--- src/sdg_map.vh ---
// register map, field layout, reset values and timing for the servo io guard
`ifndef SDG_MAP_VH
`define SDG_MAP_VH

`define SDG_A_MODE 8'h00
`define SDG_A_OUTSEL 8'h04
`define SDG_A_INPOL 8'h08
`define SDG_A_OUTPOL 8'h0c
`define SDG_A_FILT 8'h10
`define SDG_A_SPDLIM 8'h14
`define SDG_A_FWDCUR 8'h18
`define SDG_A_REVCUR 8'h1c
`define SDG_A_CTRL 8'h20
`define SDG_A_DEVMAX 8'h24
`define SDG_A_STATUS 8'h28
`define SDG_A_MASK 8'h2c
`define SDG_A_STATE 8'h30
`define SDG_A_DEV 8'h34
`define SDG_A_ATTAIN 8'h38
`define SDG_A_INPOS 8'h3c

`define SDG_CTRL_BRAKE 0
`define SDG_CTRL_DIR 1

`define SDG_ST_ALARM 0
`define SDG_ST_SPDLIM 1
`define SDG_ST_CURLIM 2
`define SDG_ST_SVOFF 3

`define SDG_MODE_POS 3'h0
`define SDG_MODE_SPD 3'h1
`define SDG_MODE_TRQ 3'h2

`define SDG_RST_MODE 3'h0
`define SDG_RST_OUTSEL 5'h00
`define SDG_RST_INPOL 5'h00
`define SDG_RST_OUTPOL 4'h2
`define SDG_RST_FILT 7'h00
`define SDG_RST_SPDLIM 16'h0bb8
`define SDG_RST_CUR 10'h12c
`define SDG_RST_DEVMAX 16'h7530
`define SDG_RST_ATTAIN 16'h0064
`define SDG_RST_INPOS 16'h000a

`define SDG_CLK_NS 40
`define SDG_MS_NS 1000000

`endif

--- src/sdg_top.v ---
// servo control io mapping, limits, brake stop and deviation guard
//
// How it works
// - speed mode output codes 0, 1, 2
// - torque mode ignores the code, uses the code 1 routing
// - latched settings change only at power-up
// - five input polarity bits, set means open
// - four output polarity bits, default two
// - output five has fixed polarity
// - control inputs filtered, 0 to 127 ms
// - speed-limit input clamps speed to limit
// - no speed limit in torque mode
// - current-limit input applies directional ceilings
// - brake setting chooses braked stop or coast
// - direction setting swaps forward and reverse
// - deviation is command minus feedback count
// - over-deviation raises alarm, removes servo power
// - mode 0 position, 1 speed, 2 torque
//
// Implementation choices: the register offsets and the plain strobed port.
`timescale 1ns/1ns
`include "sdg_map.vh"
module sdg_top #(
   parameter TICKS_PER_MS = `SDG_MS_NS / `SDG_CLK_NS
) (
   input wire sys_clk,
   input wire rstn,
   input wire [7:0] regAddr,
   input wire [31:0] regWdata,
   input wire regWr,
   input wire regRd,
   output reg [31:0] regRdata,
   output reg irq,
   input wire [4:0] ctlIn,
   input wire cmdFwdPulse,
   input wire cmdRevPulse,
   input wire fbFwdPulse,
   input wire fbRevPulse,
   input wire phaseZ,
   input wire powerCycle,
   input wire [15:0] speedFb,
   input wire [15:0] speedReq,
   input wire [9:0] curReqPct,
   input wire curReqRev,
   output reg [4:0] ctlOut,
   output reg servoPower,
   output reg brakeStop,
   output reg [15:0] speedCmd,
   output reg [9:0] curCmdPct,
   output reg cmdFwdOut,
   output reg cmdRevOut
);
   localparam ST_OFF = 2'd0, ST_ON = 2'd1, ST_BRAKE = 2'd2;
   function [3:0] mapOuts;
      input [2:0] mode;
      input [4:0] code;
      input attain, alarm, ready, spdLim, curLim;
      begin
         if (mode == `SDG_MODE_TRQ) begin
            mapOuts = {curLim, ready, alarm, attain};
         end else begin
            case (code)
               5'h01: mapOuts = {curLim, ready, alarm, attain};
               5'h02: mapOuts = {curLim, spdLim, alarm, attain};
               // reserved codes fall back to the default routing
               default: mapOuts = {spdLim, ready, alarm, attain};
            endcase
         end
      end
   endfunction

   // shadow settings written by software
   reg [2:0] modeSh_reg;
   reg [4:0] outSelSh_reg, inPolSh_reg;
   reg [3:0] outPolSh_reg;
   reg [9:0] fwdCurSh_reg, revCurSh_reg;
   reg dirSh_reg;
   // immediately effective settings
   reg [6:0] filt_reg;
   reg [15:0] spdLim_reg, devMax_reg, attain_reg, inPos_reg;
   reg brake_reg;
   reg [3:0] status_reg, mask_reg;
   // values latched at power-up
   reg [2:0] mode_reg;
   reg [4:0] outSel_reg, inPol_reg;
   reg [3:0] outPol_reg;
   reg [9:0] fwdCur_reg, revCur_reg;
   reg dir_reg, load_reg;
   reg [10:0] sync1_reg, sync2_reg, sync3_reg;
   reg [24:0] pre_reg;
   reg [1:0] state_reg, state_next;
   reg msTick_reg, alarm_reg, spdLimAct_reg, curLimAct_reg;
   wire [4:0] inActive, inFilt;
   wire [10:0] rise;
   wire [23:0] devCount, devAbs;
   wire [3:0] funcOut;
   wire [9:0] curCeil;
   wire svOnReq, alarmClr, devClr, spdLimReq, curLimReq;
   wire cmdUp, cmdDn, overDev, spdClamp, curClamp, statusRd;

   // the third stage is only for edge detection of pulse and power-cycle inputs
   always @(posedge sys_clk or negedge rstn) begin
      if (!rstn) begin
         // control pins rest high: zeros would read as requests at reset
         sync1_reg <= 11'h01f;
         sync2_reg <= 11'h01f;
         sync3_reg <= 11'h01f;
      end else begin
         sync1_reg <= {powerCycle, phaseZ, fbRevPulse, fbFwdPulse,
            cmdRevPulse, cmdFwdPulse, ctlIn};
         sync2_reg <= sync1_reg;
         sync3_reg <= sync2_reg;
      end
   end
   assign rise = sync2_reg & ~sync3_reg;
   // a clear polarity bit means the contact is normally closed
   assign inActive = sync2_reg[4:0] ^ ~inPol_reg;
   always @(posedge sys_clk or negedge rstn) begin
      if (!rstn) begin
         pre_reg <= 25'h0000000;
         msTick_reg <= 1'b0;
      end else if (pre_reg >= TICKS_PER_MS - 1) begin
         pre_reg <= 25'h0000000;
         msTick_reg <= 1'b1;
      end else begin
         pre_reg <= pre_reg + 25'h0000001;
         msTick_reg <= 1'b0;
      end
   end

   // command pulses bypass the filter, only control inputs go through
   sdg_in_filter u_filter (
      .sys_clk(sys_clk),
      .rstn(rstn),
      .msTick(msTick_reg),
      .tcMs(filt_reg),
      .rawIn(inActive),
      .filtOut(inFilt)
   );

   assign svOnReq = inFilt[0];
   assign alarmClr = inFilt[1];
   assign devClr = inFilt[2];
   assign spdLimReq = inFilt[3];
   assign curLimReq = inFilt[4];

   assign cmdUp = dir_reg ? rise[6] : rise[5];
   assign cmdDn = dir_reg ? rise[5] : rise[6];

   sdg_dev_counter u_dev (
      .sys_clk(sys_clk),
      .rstn(rstn),
      .cmdUp(cmdUp),
      .cmdDn(cmdDn),
      .fbUp(rise[7]),
      .fbDn(rise[8]),
      .clear(devClr),
      .devCount(devCount)
   );
   assign devAbs = devCount[23] ? 24'h000000 - devCount : devCount;
   assign overDev = devAbs > {8'h00, devMax_reg};
   // power-up latch: at reset release and at every power cycle
   always @(posedge sys_clk or negedge rstn) begin
      if (!rstn) begin
         load_reg <= 1'b1;
         mode_reg <= `SDG_RST_MODE;
         outSel_reg <= `SDG_RST_OUTSEL;
         inPol_reg <= `SDG_RST_INPOL;
         outPol_reg <= `SDG_RST_OUTPOL;
         fwdCur_reg <= `SDG_RST_CUR;
         revCur_reg <= `SDG_RST_CUR;
         dir_reg <= 1'b0;
      end else begin
         load_reg <= rise[10];
         if (load_reg) begin
            mode_reg <= modeSh_reg;
            outSel_reg <= outSelSh_reg;
            inPol_reg <= inPolSh_reg;
            outPol_reg <= outPolSh_reg;
            fwdCur_reg <= fwdCurSh_reg;
            revCur_reg <= revCurSh_reg;
            dir_reg <= dirSh_reg;
         end
      end
   end

   always @(posedge sys_clk or negedge rstn) begin
      if (!rstn) begin
         alarm_reg <= 1'b0;
      end else if (overDev) begin
         alarm_reg <= 1'b1;
      end else if (alarmClr) begin
         alarm_reg <= 1'b0;
      end
   end

   always @* begin
      state_next = state_reg;
      case (state_reg)
         ST_OFF: begin
            if (svOnReq && !alarm_reg)
               state_next = ST_ON;
         end
         ST_ON: begin
            if (alarm_reg)
               state_next = ST_OFF;
            else if (!svOnReq)
               state_next = brake_reg ? ST_BRAKE : ST_OFF;
         end
         ST_BRAKE: begin
            if (alarm_reg || speedFb == 16'h0000)
               state_next = ST_OFF;
         end
         default: state_next = ST_OFF;
      endcase
   end
   // limits are only honoured while the request input is active
   assign spdClamp = spdLimReq && mode_reg != `SDG_MODE_TRQ &&
      speedReq > spdLim_reg;
   assign curCeil = curReqRev ? revCur_reg : fwdCur_reg;
   assign curClamp = curLimReq && curReqPct > curCeil;

   assign funcOut = mapOuts(mode_reg, outSel_reg,
      mode_reg == `SDG_MODE_POS ? devAbs <= {8'h00, inPos_reg}
                                : speedFb > attain_reg,
      alarm_reg, !alarm_reg && state_reg == ST_ON,
      spdClamp, curClamp);

   always @(posedge sys_clk or negedge rstn) begin
      if (!rstn) begin
         state_reg <= ST_OFF;
         servoPower <= 1'b0;
         brakeStop <= 1'b0;
         speedCmd <= 16'h0000;
         curCmdPct <= 10'h000;
         cmdFwdOut <= 1'b0;
         cmdRevOut <= 1'b0;
         ctlOut <= 5'h00;
         spdLimAct_reg <= 1'b0;
         curLimAct_reg <= 1'b0;
      end else begin
         state_reg <= state_next;
         servoPower <= state_next != ST_OFF;
         brakeStop <= state_next == ST_BRAKE;
         speedCmd <= spdClamp ? spdLim_reg : speedReq;
         curCmdPct <= curClamp ? curCeil : curReqPct;
         cmdFwdOut <= cmdUp;
         cmdRevOut <= cmdDn;
         spdLimAct_reg <= spdClamp;
         curLimAct_reg <= curClamp;
         ctlOut[3:0] <= funcOut ^ ~outPol_reg;
         ctlOut[4] <= sync2_reg[9];
      end
   end

   assign statusRd = regRd && regAddr == `SDG_A_STATUS;

   always @(posedge sys_clk or negedge rstn) begin
      if (!rstn) begin
         modeSh_reg <= `SDG_RST_MODE;
         outSelSh_reg <= `SDG_RST_OUTSEL;
         inPolSh_reg <= `SDG_RST_INPOL;
         outPolSh_reg <= `SDG_RST_OUTPOL;
         fwdCurSh_reg <= `SDG_RST_CUR;
         revCurSh_reg <= `SDG_RST_CUR;
         dirSh_reg <= 1'b0;
         filt_reg <= `SDG_RST_FILT;
         spdLim_reg <= `SDG_RST_SPDLIM;
         brake_reg <= 1'b0;
         devMax_reg <= `SDG_RST_DEVMAX;
         attain_reg <= `SDG_RST_ATTAIN;
         inPos_reg <= `SDG_RST_INPOS;
         mask_reg <= 4'h0;
      end else if (regWr) begin
         case (regAddr)
            `SDG_A_MODE: modeSh_reg <= regWdata[2:0];
            `SDG_A_OUTSEL: outSelSh_reg <= regWdata[4:0];
            `SDG_A_INPOL: inPolSh_reg <= regWdata[4:0];
            `SDG_A_OUTPOL: outPolSh_reg <= regWdata[3:0];
            `SDG_A_FILT: filt_reg <= regWdata[6:0];
            `SDG_A_SPDLIM: spdLim_reg <= regWdata[15:0];
            `SDG_A_FWDCUR: fwdCurSh_reg <= regWdata[9:0];
            `SDG_A_REVCUR: revCurSh_reg <= regWdata[9:0];
            `SDG_A_CTRL: begin
               brake_reg <= regWdata[`SDG_CTRL_BRAKE];
               dirSh_reg <= regWdata[`SDG_CTRL_DIR];
            end
            `SDG_A_DEVMAX: devMax_reg <= regWdata[15:0];
            `SDG_A_MASK: mask_reg <= regWdata[3:0];
            `SDG_A_ATTAIN: attain_reg <= regWdata[15:0];
            `SDG_A_INPOS: inPos_reg <= regWdata[15:0];
            default: mask_reg <= mask_reg;
         endcase
      end
   end

   // event sets win over the clear done by reading the status register
   always @(posedge sys_clk or negedge rstn) begin
      if (!rstn) begin
         status_reg <= 4'h0;
         irq <= 1'b0;
      end else begin
         status_reg <= (statusRd ? 4'h0 : status_reg) |
            {state_reg != ST_OFF && state_next == ST_OFF,
             curClamp && !curLimAct_reg,
             spdClamp && !spdLimAct_reg,
             overDev && !alarm_reg};
         irq <= |(status_reg & mask_reg & ~{4{statusRd}});
      end
   end

   always @(posedge sys_clk or negedge rstn) begin
      if (!rstn) begin
         regRdata <= 32'h00000000;
      end else if (regRd) begin
         case (regAddr)
            `SDG_A_MODE: regRdata <= {29'h0, modeSh_reg};
            `SDG_A_OUTSEL: regRdata <= {27'h0, outSelSh_reg};
            `SDG_A_INPOL: regRdata <= {27'h0, inPolSh_reg};
            `SDG_A_OUTPOL: regRdata <= {28'h0, outPolSh_reg};
            `SDG_A_FILT: regRdata <= {25'h0, filt_reg};
            `SDG_A_SPDLIM: regRdata <= {16'h0, spdLim_reg};
            `SDG_A_FWDCUR: regRdata <= {22'h0, fwdCurSh_reg};
            `SDG_A_REVCUR: regRdata <= {22'h0, revCurSh_reg};
            `SDG_A_CTRL: regRdata <= {30'h0, dirSh_reg, brake_reg};
            `SDG_A_DEVMAX: regRdata <= {16'h0, devMax_reg};
            `SDG_A_STATUS: regRdata <= {28'h0, status_reg};
            `SDG_A_MASK: regRdata <= {28'h0, mask_reg};
            `SDG_A_STATE: regRdata <= {18'h0, inFilt, state_reg,
               alarm_reg, dir_reg, mode_reg, curLimAct_reg, spdLimAct_reg};
            `SDG_A_DEV: regRdata <= {{8{devCount[23]}}, devCount};
            `SDG_A_ATTAIN: regRdata <= {16'h0, attain_reg};
            `SDG_A_INPOS: regRdata <= {16'h0, inPos_reg};
            default: regRdata <= 32'h00000000;
         endcase
      end else begin
         regRdata <= 32'h00000000;
      end
   end
endmodule

--- src/sdg_in_filter.v ---
// per-input low-pass filter with a time constant in milliseconds
`timescale 1ns/1ns
module sdg_in_filter (
   input wire sys_clk,
   input wire rstn,
   input wire msTick,
   input wire [6:0] tcMs,
   input wire [4:0] rawIn,
   output wire [4:0] filtOut
);
   genvar i;
   generate
      for (i = 0; i < 5; i = i + 1) begin : g_bit
         reg [6:0] cnt_reg;
         reg out_reg;
         assign filtOut[i] = out_reg;
         always @(posedge sys_clk or negedge rstn) begin
            if (!rstn) begin
               cnt_reg <= 7'h00;
               out_reg <= 1'b0;
            end else if (rawIn[i] == out_reg) begin
               cnt_reg <= 7'h00;
            end else if (tcMs == 7'h00) begin
               out_reg <= rawIn[i];
            end else if (msTick) begin
               // level must hold through tcMs millisecond ticks before it passes
               if (cnt_reg + 7'h01 >= tcMs) begin
                  out_reg <= rawIn[i];
                  cnt_reg <= 7'h00;
               end else begin
                  cnt_reg <= cnt_reg + 7'h01;
               end
            end
         end
      end
   endgenerate
endmodule

--- src/sdg_dev_counter.v ---
// position deviation counter: command count minus feedback count
`timescale 1ns/1ns
module sdg_dev_counter (
   input wire sys_clk,
   input wire rstn,
   input wire cmdUp,
   input wire cmdDn,
   input wire fbUp,
   input wire fbDn,
   input wire clear,
   output reg [23:0] devCount
);
   reg [23:0] delta;
   always @* begin
      delta = {{22{1'b0}}, cmdUp, 1'b0} + {{22{1'b0}}, fbDn, 1'b0};
      delta = delta - {{22{1'b0}}, cmdDn, 1'b0} - {{22{1'b0}}, fbUp, 1'b0};
      delta = {delta[23], delta[23:1]};
   end
   always @(posedge sys_clk or negedge rstn) begin
      if (!rstn) begin
         devCount <= 24'h000000;
      end else if (clear) begin
         devCount <= 24'h000000;
      end else begin
         devCount <= devCount + delta;
      end
   end
endmodule

--- config.mk ---
export PLATFORM = sky130hd
export DESIGN_NAME = sdg_top
export DESIGN_NICKNAME = d
export VERILOG_FILES = /design/src/sdg_top.v /design/src/sdg_in_filter.v /design/src/sdg_dev_counter.v
export VERILOG_INCLUDE_DIRS = /design/src
export SDC_FILE = /design/constraint.sdc
export NUM_CORES = 1
export LEC_CHECK = 0
export BUFFER_PORTS_ARGS = -buffer_cell sky130_fd_sc_hd__buf_2
export CAP_MARGIN = 30
export CORE_MARGIN = 1
export CORE_UTILIZATION = 50
export DETAILED_ROUTE_END_ITERATION = 8
export PLACE_DENSITY = 0.69
export SYNTH_ARGS = -nofsm -noshare
export SYNTH_HDL_FRONTEND = slang
export SYNTH_SLANG_ARGS = --single-unit
--- constraint.sdc ---
create_clock -name sys_clk -period 6.8 [get_ports sys_clk]
set_input_delay 0.68 -clock sys_clk [delete_from_list [all_inputs] [get_ports sys_clk]]
set_output_delay 0.68 -clock sys_clk [all_outputs]
set_load 0.01 [all_outputs]
Yosys cells after proc, flatten, opt, wreduce, memory -nomap -nowiden. Index checks and enable logic that the tools add are counted.

Add/sub/neg operators: 11. Eq/ne operators: 32. Bitwise logic cells: 15. $lt $le $gt $ge: 11. Reductions and logical operators: 58. Multiplexer cells: 58.

Operators with widths (count): $pmux 32 s16 (1); $mux 7 (20); $eq 8x6->1 const B (8); $mux 24 (2); $sub 24x2->24 (2); $reduce_and 2->1 (18); $add 7x1->7 const B (5); $ge 7x7->1 (5); $eq 8x5->1 const B (4); $gt 16x16->1 (2); $mux 32 (1); $reduce_bool 2->1 (14); $add 25x1->25 const B (1); $ge 25x15->1 const B (1); $mux 25 (1); $add 24x24->24 (1); $gt 24x16->1 (1); $le 24x16->1 (1); $sub 1x24->24 const A (1); $mux 1 (21); $mux 10 (2); $eq 8x4->1 const B (2); $logic_not 16->1 (1); $mux 16 (1); other kinds (34) (69).

Output and inout bits: 68. Register bits: 353. Word-level logic and storage cells: 237.

Longest topological paths before layout. Gate-level depths: netlist of run 1.

Word-level depth: 8. Gate-level depth with buffers: 15. Depth with buffers taken out: 15.

Hierarchy. Synthesis of run 1 repeated with hierarchy kept, for this count alone.

Cell total of the unflattened synthesis: 1747. Area total of the unflattened synthesis: 18711.7 um^2.

Modules (own cells, without submodules): sdg_top (cells an instance 1144, area each 13406.6 um^2, times used 1); sdg_in_filter (cells an instance 345, area each 3109.2 um^2, times used 1); sdg_dev_counter (cells an instance 258, area each 2195.9 um^2, times used 1).

Worst setup path after synthesis of run 1. OpenSTA, ideal clock, no wires.

Kind: reg2reg. Start point: register sync3_reg[5]. End point: register u_dev.devCount[22]. Path slack: 2.837 ns. Cell stages (with the launch flop): 15. Required time: 6.675 ns. Library setup time: 0.125 ns. Period minus slack after synthesis: 3.963 ns. Path buffers: 0. Arrival: 3.838 ns. Path through: dfrtp_1 nand2b_1 mux2i_1 ha_1 inv_1 ha_1 a21oi_1 ha_1 a2111oi_0 o21ai_1 a21o_1 o31ai_1 o21ai_1 a31oi_1 mux2_2.

Elaborated cells between the ends (all ways): 9.

RTL lines: from (decl) (line sdg_top.v:89) `reg [10:0] sync1_reg, sync2_reg, sync3_reg;`; from (signal assigned) (line sdg_top.v:112) `sync3_reg <= sync2_reg;`; $not 11->11 (line sdg_top.v:115) `assign rise = sync2_reg & ~sync3_reg;`; $and 11x11->11 (line sdg_top.v:115); $mux 1 (line sdg_top.v:148) `assign cmdDn = dir_reg ? rise[5] : rise[6];`; named net cmdDn (line sdg_top.v:99) `wire cmdUp, cmdDn, overDev, spdClamp, curClamp, statusRd;`; $sub 24x2->24 (2 in a row) (line sdg_dev_counter.v:16) `delta = delta - {{22{1'b0}}, cmdDn, 1'b0} - {{22{1'b0}}, fbUp, 1'b0};`; $add 24x24->24 (line sdg_dev_counter.v:25) `devCount <= devCount + delta;`; $mux 24 (line sdg_dev_counter.v:22) `end else if (clear) begin`; to (signal assigned) (line sdg_dev_counter.v:25); to (decl) (line sdg_dev_counter.v:11) `output reg [23:0] devCount`.

The timed path passes the listed nets, and every way through them passes these cells. A chain may end at the register's enable or synchronous reset.

Worst setup path in the final report of run 1.
Start point: register dir_reg. End point: register u_dev.devCount[22].

Elaborated cells between the ends (all ways): 7.

RTL lines: from (decl) (line sdg_top.v:88) `reg dir_reg, load_reg;`; from (signal assigned) (line sdg_top.v:182) `dir_reg <= dirSh_reg;`; $mux 1 (line sdg_top.v:148); named net cmdDn (line sdg_top.v:99); $sub 24x2->24 (2 in a row) (line sdg_dev_counter.v:16); $add 24x24->24 (line sdg_dev_counter.v:25); $mux 24 (line sdg_dev_counter.v:22).

The timed path passes the listed nets, and every way through them passes these cells.

==> results_dict.tcl, run 1 <==
set metrics [dict create \
    diodes 0 \
    synth_seq_cells 339 \
    post_cts_buffers 0 \
    io_pins 166 \
    place_area_mm2 0.0197 \
    via_count 13800 \
    grt_pass1_vias 13600 \
    stdcell_area_mm2 0.0210 \
    finalNetCount 2083 \
    n_fill_cell 3025 \
    critPathLaunchType "flip-flop" \
    cp.arrival_ns 4.92 \
    drtAntennaViolNets 0 \
    r2r_start "dir_reg" \
    skew_ns 0.0188 \
    rsz0062_at_grt "false" \
    dpl.hpwl_um 34800 \
    port_buffers 149 \
    largest_register_ffs 35 \
    grt_pass1_wl_um 75600 \
    finalHoldViolations 0 \
    gp_congestion 0.969 \
    period_needed_ns 4.52 \
    placementRows 69 \
    dieArea_mm2 0.0376 \
    wl_um 47300 \
    period_share 0.664 \
    synth_cell_type_count 75 \
    setup_viol_count_final 0 \
    yosys_warnings 0 \
    yosysSeqAreaShare 0.464 \
    synth-main-ff-cell "dfrtp_1" \
    initial_core_util 0.513 \
    tightest_slew_ns 0.966 \
    cts_hold_buf 0 \
    final_util 0.584 \
    max-slew-margin-rel 0.356 \
    via_per_inst 5.94 \
    post_drt_wl_per_cell_um 20.3 \
    ir_drop_mv 0.170 \
    detail_route.first_pass.iterations 8 \
    r2r_slack_ns 2.28 \
    fmax_mhz 221 \
    synth_edf_count 0 \
    power_leakage_nw 9.72 \
    hold_path.class "in2async" \
    cts_root_buffer "clkbuf_16" \
    cts_buffer_depth 3 \
    synth.cell_area_mm2 0.0184 \
    cts.sinks 339 \
    area.growth.synth_to_final_pct 14.0 \
    drcViolationCount 0 \
    overflow 0 \
    power_density_mw_per_mm2 298 \
    postSynthCellCount 1676 \
    status "completed" \
    die_width_um 194 \
    crit_required_ns 7.21 \
    tns_ns 0 \
    antenna_found_initial 1 \
    slew_viol_final 0 \
    crit_type "reg2reg" \
    crit_path_max_fanout 10 \
    maxCapViolations 0 \
    reg2regPathDepth 12 \
    drive_gt1_frac 0.246 \
    grt_use_total 0.254 \
    regToRegEndpoint "u_dev.devCount[22]" \
    crit_path_end_kind "flip-flop" \
    clkLatencyLatePin_ns 0.53 \
    die_h_um 194 \
    core-area_mm2 0.0359 \
    cts_buffers 38 \
    h-tree-depth 2 \
    cts_tree "done" \
    cts.repair.resized 0 \
    drt-initial-drc-count 953 \
    clk_pin_slew_ns 0.06 \
    syn_area_per_cell_um2 11.0 \
    async_flop_share 1.00 \
    grt_max_degree 143 \
]
-- per-layer routing --
metal,share of wire,GRT usage,up-vias
met5,0.00027,0,-
met4,0.022,0.0658,2
met3,0.070,0.0484,75
met2,0.46,0.414,475
met1,0.44,0.349,6840
li1,-,-,6451
-- stage by stage --
step / std cells / power [W] / setup WS [ns] / hold slack, ns
floorplan: 1685 / 0.00367 / 2.84 / 0.331
global placement: 2258 / 0.00413 / 2.52 / 0.333
detailed placement: 2259 / 0.00419 / 2.39 / 0.335
CTS: 2327 / 0.00629 / 2.30 / 0.222
global route: 2329 / 0.00664 / 1.87 / 0.216
finish: 2329 / 0.00626 / 2.28 / 0.197
-- synth_stat cells (18+ instances only) --
cell	n	share of area
dfrtp_1	291	0.40
a21oi_1	64	0.017
inv_1	113	0.023
mux2_2	172	0.11
nor2_1	100	0.020
and3_1	23	0.0078
nand2_1	103	0.021
a22oi_1	47	0.019
mux2i_1	20	0.011
ha_1	143	0.097
a21o_1	26	0.011
nand4_1	18	0.0061
nand3_1	37	0.010
clkbuf_1	31	0.0063
xnor2_1	61	0.029
o21ai_0	58	0.016
xor2_1	26	0.012
dfstp_2	48	0.069
-- worst max path at each step --
stage	from	endpoint	cells after the start
after floorplan	sync3_reg[5]	u_dev.devCount[22]	14
after global placement	dir_reg	u_dev.devCount[22]	12
after detailed placement	dir_reg	u_dev.devCount[22]	12
after CTS	dir_reg	u_dev.devCount[22]	12
after global routing	dir_reg	u_dev.devCount[22]	12
final	dir_reg	u_dev.devCount[22]	12
-- where the power goes --
| part | internal [W] | switching (W) | leakage [nW] | total (W) |
|---|---|---|---|---|
| Sequential | 0.00219 | 0.000250 | 4.35 | 0.00244 |
| Clock | 0.00128 | 0.000807 | 0.622 | 0.00209 |
| Combinational | 0.000747 | 0.000981 | 4.74 | 0.00173 |
| Total | 0.00422 | 0.00204 | 9.72 | 0.00626 |
-- final cells by class --
class	count	area (µm²)	share of cell area
Clock buffer	58	1120	0.0532
Clock inverter	10	156	0.00745
Timing Repair Buffer	165	923	0.0440
Sequential cell	339	8540	0.407
Multi-Input combinational cell	1183	9240	0.440
Inverter	113	424	0.0202
Tap cell	461	577	0.0275
-- logic make-up after synthesis --
family                     after synthesis  share of synthesized area
AOI/OAI and AO/OA                      365                      0.138
xor gates and xnor gates                87                     0.0414
adders and majority gates              145                     0.0994
buffers and inverters                  163                     0.0358
DFF                                    339                      0.464
muxes                                  197                      0.119
other                                    1                   0.000204
and+or+nand+nor                        379                      0.102
-- cells in the final DEF, fill, tap and decap left out, types with 48 or more instances in the layout --
cell type | Yosys | final
dfrtp_1 | 291 | 291
mux2_2 | 172 | 172
buf_2 | 5 | 148
ha_1 | 143 | 143
inv_1 | 113 | 113
nand2_1 | 103 | 103
nor2_1 | 100 | 100
a21oi_1 | 64 | 64
xnor2_1 | 61 | 61
o21ai_0 | 58 | 58
dfstp_2 | 48 | 48
-- critical path, cell delays in order (launching register included) --
cell and delay, ns:
dfrtp_1 0.46, mux2i_1 0.31, ha_1 0.29, ha_1 0.22
fa_1 0.62, ha_1 0.32, a2111oi_0 0.52, o21ai_1 0.24
a21o_1 0.25, o31ai_1 0.44, o21ai_1 0.14, a31oi_1 0.21
mux2_2 0.36
(Power assumes the default switching activity.)
==> run 2: changes to the inputs <==
--- a/config.mk
+++ b/config.mk
@@ -6,12 +6,13 @@
 export SDC_FILE = /design/constraint.sdc
 export NUM_CORES = 1
 export LEC_CHECK = 0
+export ABC_AREA = 1
 export BUFFER_PORTS_ARGS = -buffer_cell sky130_fd_sc_hd__buf_2
 export CAP_MARGIN = 30
 export CORE_MARGIN = 1
 export CORE_UTILIZATION = 50
 export DETAILED_ROUTE_END_ITERATION = 8
-export PLACE_DENSITY = 0.69
+export PLACE_DENSITY = 0.72
 export SYNTH_ARGS = -nofsm -noshare
 export SYNTH_HDL_FRONTEND = slang
 export SYNTH_SLANG_ARGS = --single-unit
==> constraint.sdc (replaced) <==
create_clock -name sys_clk -period 3.65 [get_ports sys_clk]
set_input_delay 0.365 -clock sys_clk [delete_from_list [all_inputs] [get_ports sys_clk]]
set_output_delay 0.365 -clock sys_clk [all_outputs]
set_load 0.01 [all_outputs]
==> run 2 against run 1 <==
  * Largest power group unchanged
  * Sequential share of layout area shrank 0.092 points
  * First-iteration DRC count increased by 24%
  * Power rose by 85%
  * Synthesized cell count increased by 30%
  * Clock skew is 0.0069 ns higher
==> results_dict.tcl, run 2 <==
set metrics [dict create \
    rsz0062_at_grt "false" \
    antenna_found_initial 0 \
    cts_buffer_depth 3 \
    wl_um 50400 \
    post_cts_buffers 0 \
    yosysSeqAreaShare 0.464 \
    tightest_slew_ns 0.987 \
    synth_area_leaders "dfrtp_1, ha_1, nand2_1" \
    finalNetCount 2581 \
    cts_root_buffer "clkbuf_16" \
    startpoint "dir_reg" \
    crit_path_end_kind "flip-flop" \
    cts.sinks 339 \
    routed.top_layer "met4" \
    synth_mux_area_frac 0.00978 \
    synth_commonest_cells "nand2_1, dfrtp_1, inv_1" \
    core-area_mm2 0.0359 \
    skew_ns 0.0258 \
    grt_use_total 0.271 \
    overflow 0 \
    routed-wl-met3_um 2880 \
    cts_tree "done" \
    detail_route.first_pass.iterations 8 \
    period_share 0.916 \
    drcViolationCount 0 \
    yosysTopAreaCellShare 0.395 \
    initial_core_util 0.513 \
    synth_edf_count 0 \
    yosysMostFrequentCell "nand2_1" \
    diodes 0 \
    max-slew-margin-rel 0.342 \
    grt_pass1_vias 15000 \
    final_cell_mix "nand2_1, dfrtp_1, inv_1, o21ai_0" \
    fin_ws_ns 0.308 \
    synth_top_area_cell "dfrtp_1" \
    r2r_start "dir_reg" \
    io_pins 166 \
    dpl_worst_slack_ns 0.0818 \
    ir_drop_mv 0.426 \
    largest_register_ffs 35 \
    status "completed" \
    layout_commonest_cell "nand2_1" \
    power_density_mw_per_mm2 551 \
    yosys_warnings 0 \
    critPathLaunchType "flip-flop" \
    area.growth.synth_to_final_pct 14.1 \
    synth_top_family_by_area "simple AND/OR/NAND/NOR gates" \
    via_count 15700 \
    r2r_slack_ns 0.31 \
    clk_pin_slew_ns 0.06 \
    place_area_mm2 0.0197 \
    die_h_um 194 \
    finalHoldViolations 0 \
    fmax_mhz 299 \
    cts_buffers 38 \
    slew_viol_final 0 \
    total_power_w 0.0116 \
    power_leakage_nw 10.4 \
    synth_cell_type_count 52 \
    syn_area_per_cell_um2 8.48 \
    min_to "speedCmd[8]" \
    post_drt_wl_per_cell_um 17.8 \
    synth_fa_ha_area_frac 0.0993 \
    via_per_inst 5.56 \
    period_needed_ns 3.34 \
    crit_path_max_fanout 10 \
    stdcell_area_mm2 0.0210 \
    port_buffers 149 \
    grt_max_degree 87 \
    maxCapViolations 0 \
    clkLatencyLatePin_ns 0.56 \
    synth_compound_area_frac 0.141 \
    hp-start "speedReq[8]" \
    crit_required_ns 4.04 \
    yosys.area_share.simple 0.183 \
    grt_pass1_wl_um 80500 \
    dieArea_mm2 0.0376 \
    h-tree-depth 2 \
    crit_type "reg2reg" \
    hold_path.class "in2reg" \
    tns_ns 0 \
    whs_path_depth 3 \
    drive_gt1_frac 0.136 \
    synth.cell_area_mm2 0.0184 \
    dpl.hpwl_um 37600 \
    die_width_um 194 \
    async_flop_share 1.00 \
    reg2regPathDepth 17 \
    setup_viol_count_final 0 \
    synthXorXnorAreaFrac 0.0309 \
    synth-main-ff-cell "dfrtp_1" \
    wl_met1_um 22000 \
    placementRows 69 \
    gp_congestion 0.957 \
    postSynthCellCount 2173 \
    drt-initial-drc-count 1177 \
    drtAntennaViolNets 0 \
    wl_met2_um 23800 \
    synth_seq_cells 339 \
    cp.arrival_ns 3.73 \
    regToRegEndpoint "u_dev.devCount[19]" \
]
[run 2: worst max-delay path: stages (launching register included)]
cell	delay (ns)
dfrtp_1	0.38
inv_2	0.08
nand3_1	0.07
o21ai_0	0.12
ha_1	0.30
inv_1	0.06
ha_1	0.19
fa_2	0.47
ha_1	0.42
nand2_1	0.13
nor2_1	0.16
inv_1	0.07
nor2_1	0.12
nand4_1	0.09
nand3_1	0.17
a21o_1	0.16
nand2_1	0.05
nor3b_1	0.13
[run 2: worst max-delay path by stage]
stage	slack [ns]	to	depth (start not counted)
6_report	0.31	u_dev.devCount[19]	17
5_1_grt	0.02	u_dev.devCount[12]	17
4_1_cts	0.03	u_dev.devCount[23]	16
3_3_place_gp	0.17	u_dev.devCount[23]	16
2_1_floorplan	0.47	u_dev.devCount[11]	15
3_5_place_dp	0.08	u_dev.devCount[23]	16
[run 2: per-layer routing]
| layer | vias up | global-route usage |
|---|---|---|
| met5 | - | 0 |
| met4 | 0 | 0.0949 |
| met3 | 107 | 0.0412 |
| met2 | 485 | 0.446 |
| met1 | 7587 | 0.365 |
| li1 | 7551 | - |
[run 2: kinds of logic after synthesis]
kind of cell | after synthesis
compound gates | 472
xor+xnor | 65
fa+ha+maj | 145
buf+inv | 337
flops | 339
mux | 16
other cells | 1
simple gates | 798
[run 2: per-stage QoR]
stage	cells	util	hold slack [ns]
6_report	2827	0.586	0.0449
5_1_grt	2827	0.586	0.0367
4_1_cts	2827	0.585	0.0154
3_5_place_dp	2747	0.547	0.336
3_3_place_gp	2747	0.547	0.332
2_1_floorplan	2182	-	0.0694
[run 2: report_power, final]
part           internal (W)  switching [W]
logic               0.00116        0.00215
registers           0.00408       0.000320
clock network       0.00229        0.00157
total               0.00753        0.00405
[run 2: timing repair]
item	CTS	global route
gates resized for setup	0	6
setup endpoints to repair	0	16
hold endpoints to repair	73	0
hold buffers	12	0
[run 2: final cells by class]
cell class | instances | area (µm²)
Clock buffer | 54 | 1080
Clock inverter | 14 | 169
Fill cell | 3194 | 14900
Inverter | 278 | 1040
Multi-Input combinational cell | 1506 | 8600
Sequential cell | 339 | 8540
Tap cell | 461 | 577
Timing Repair Buffer | 175 | 1020
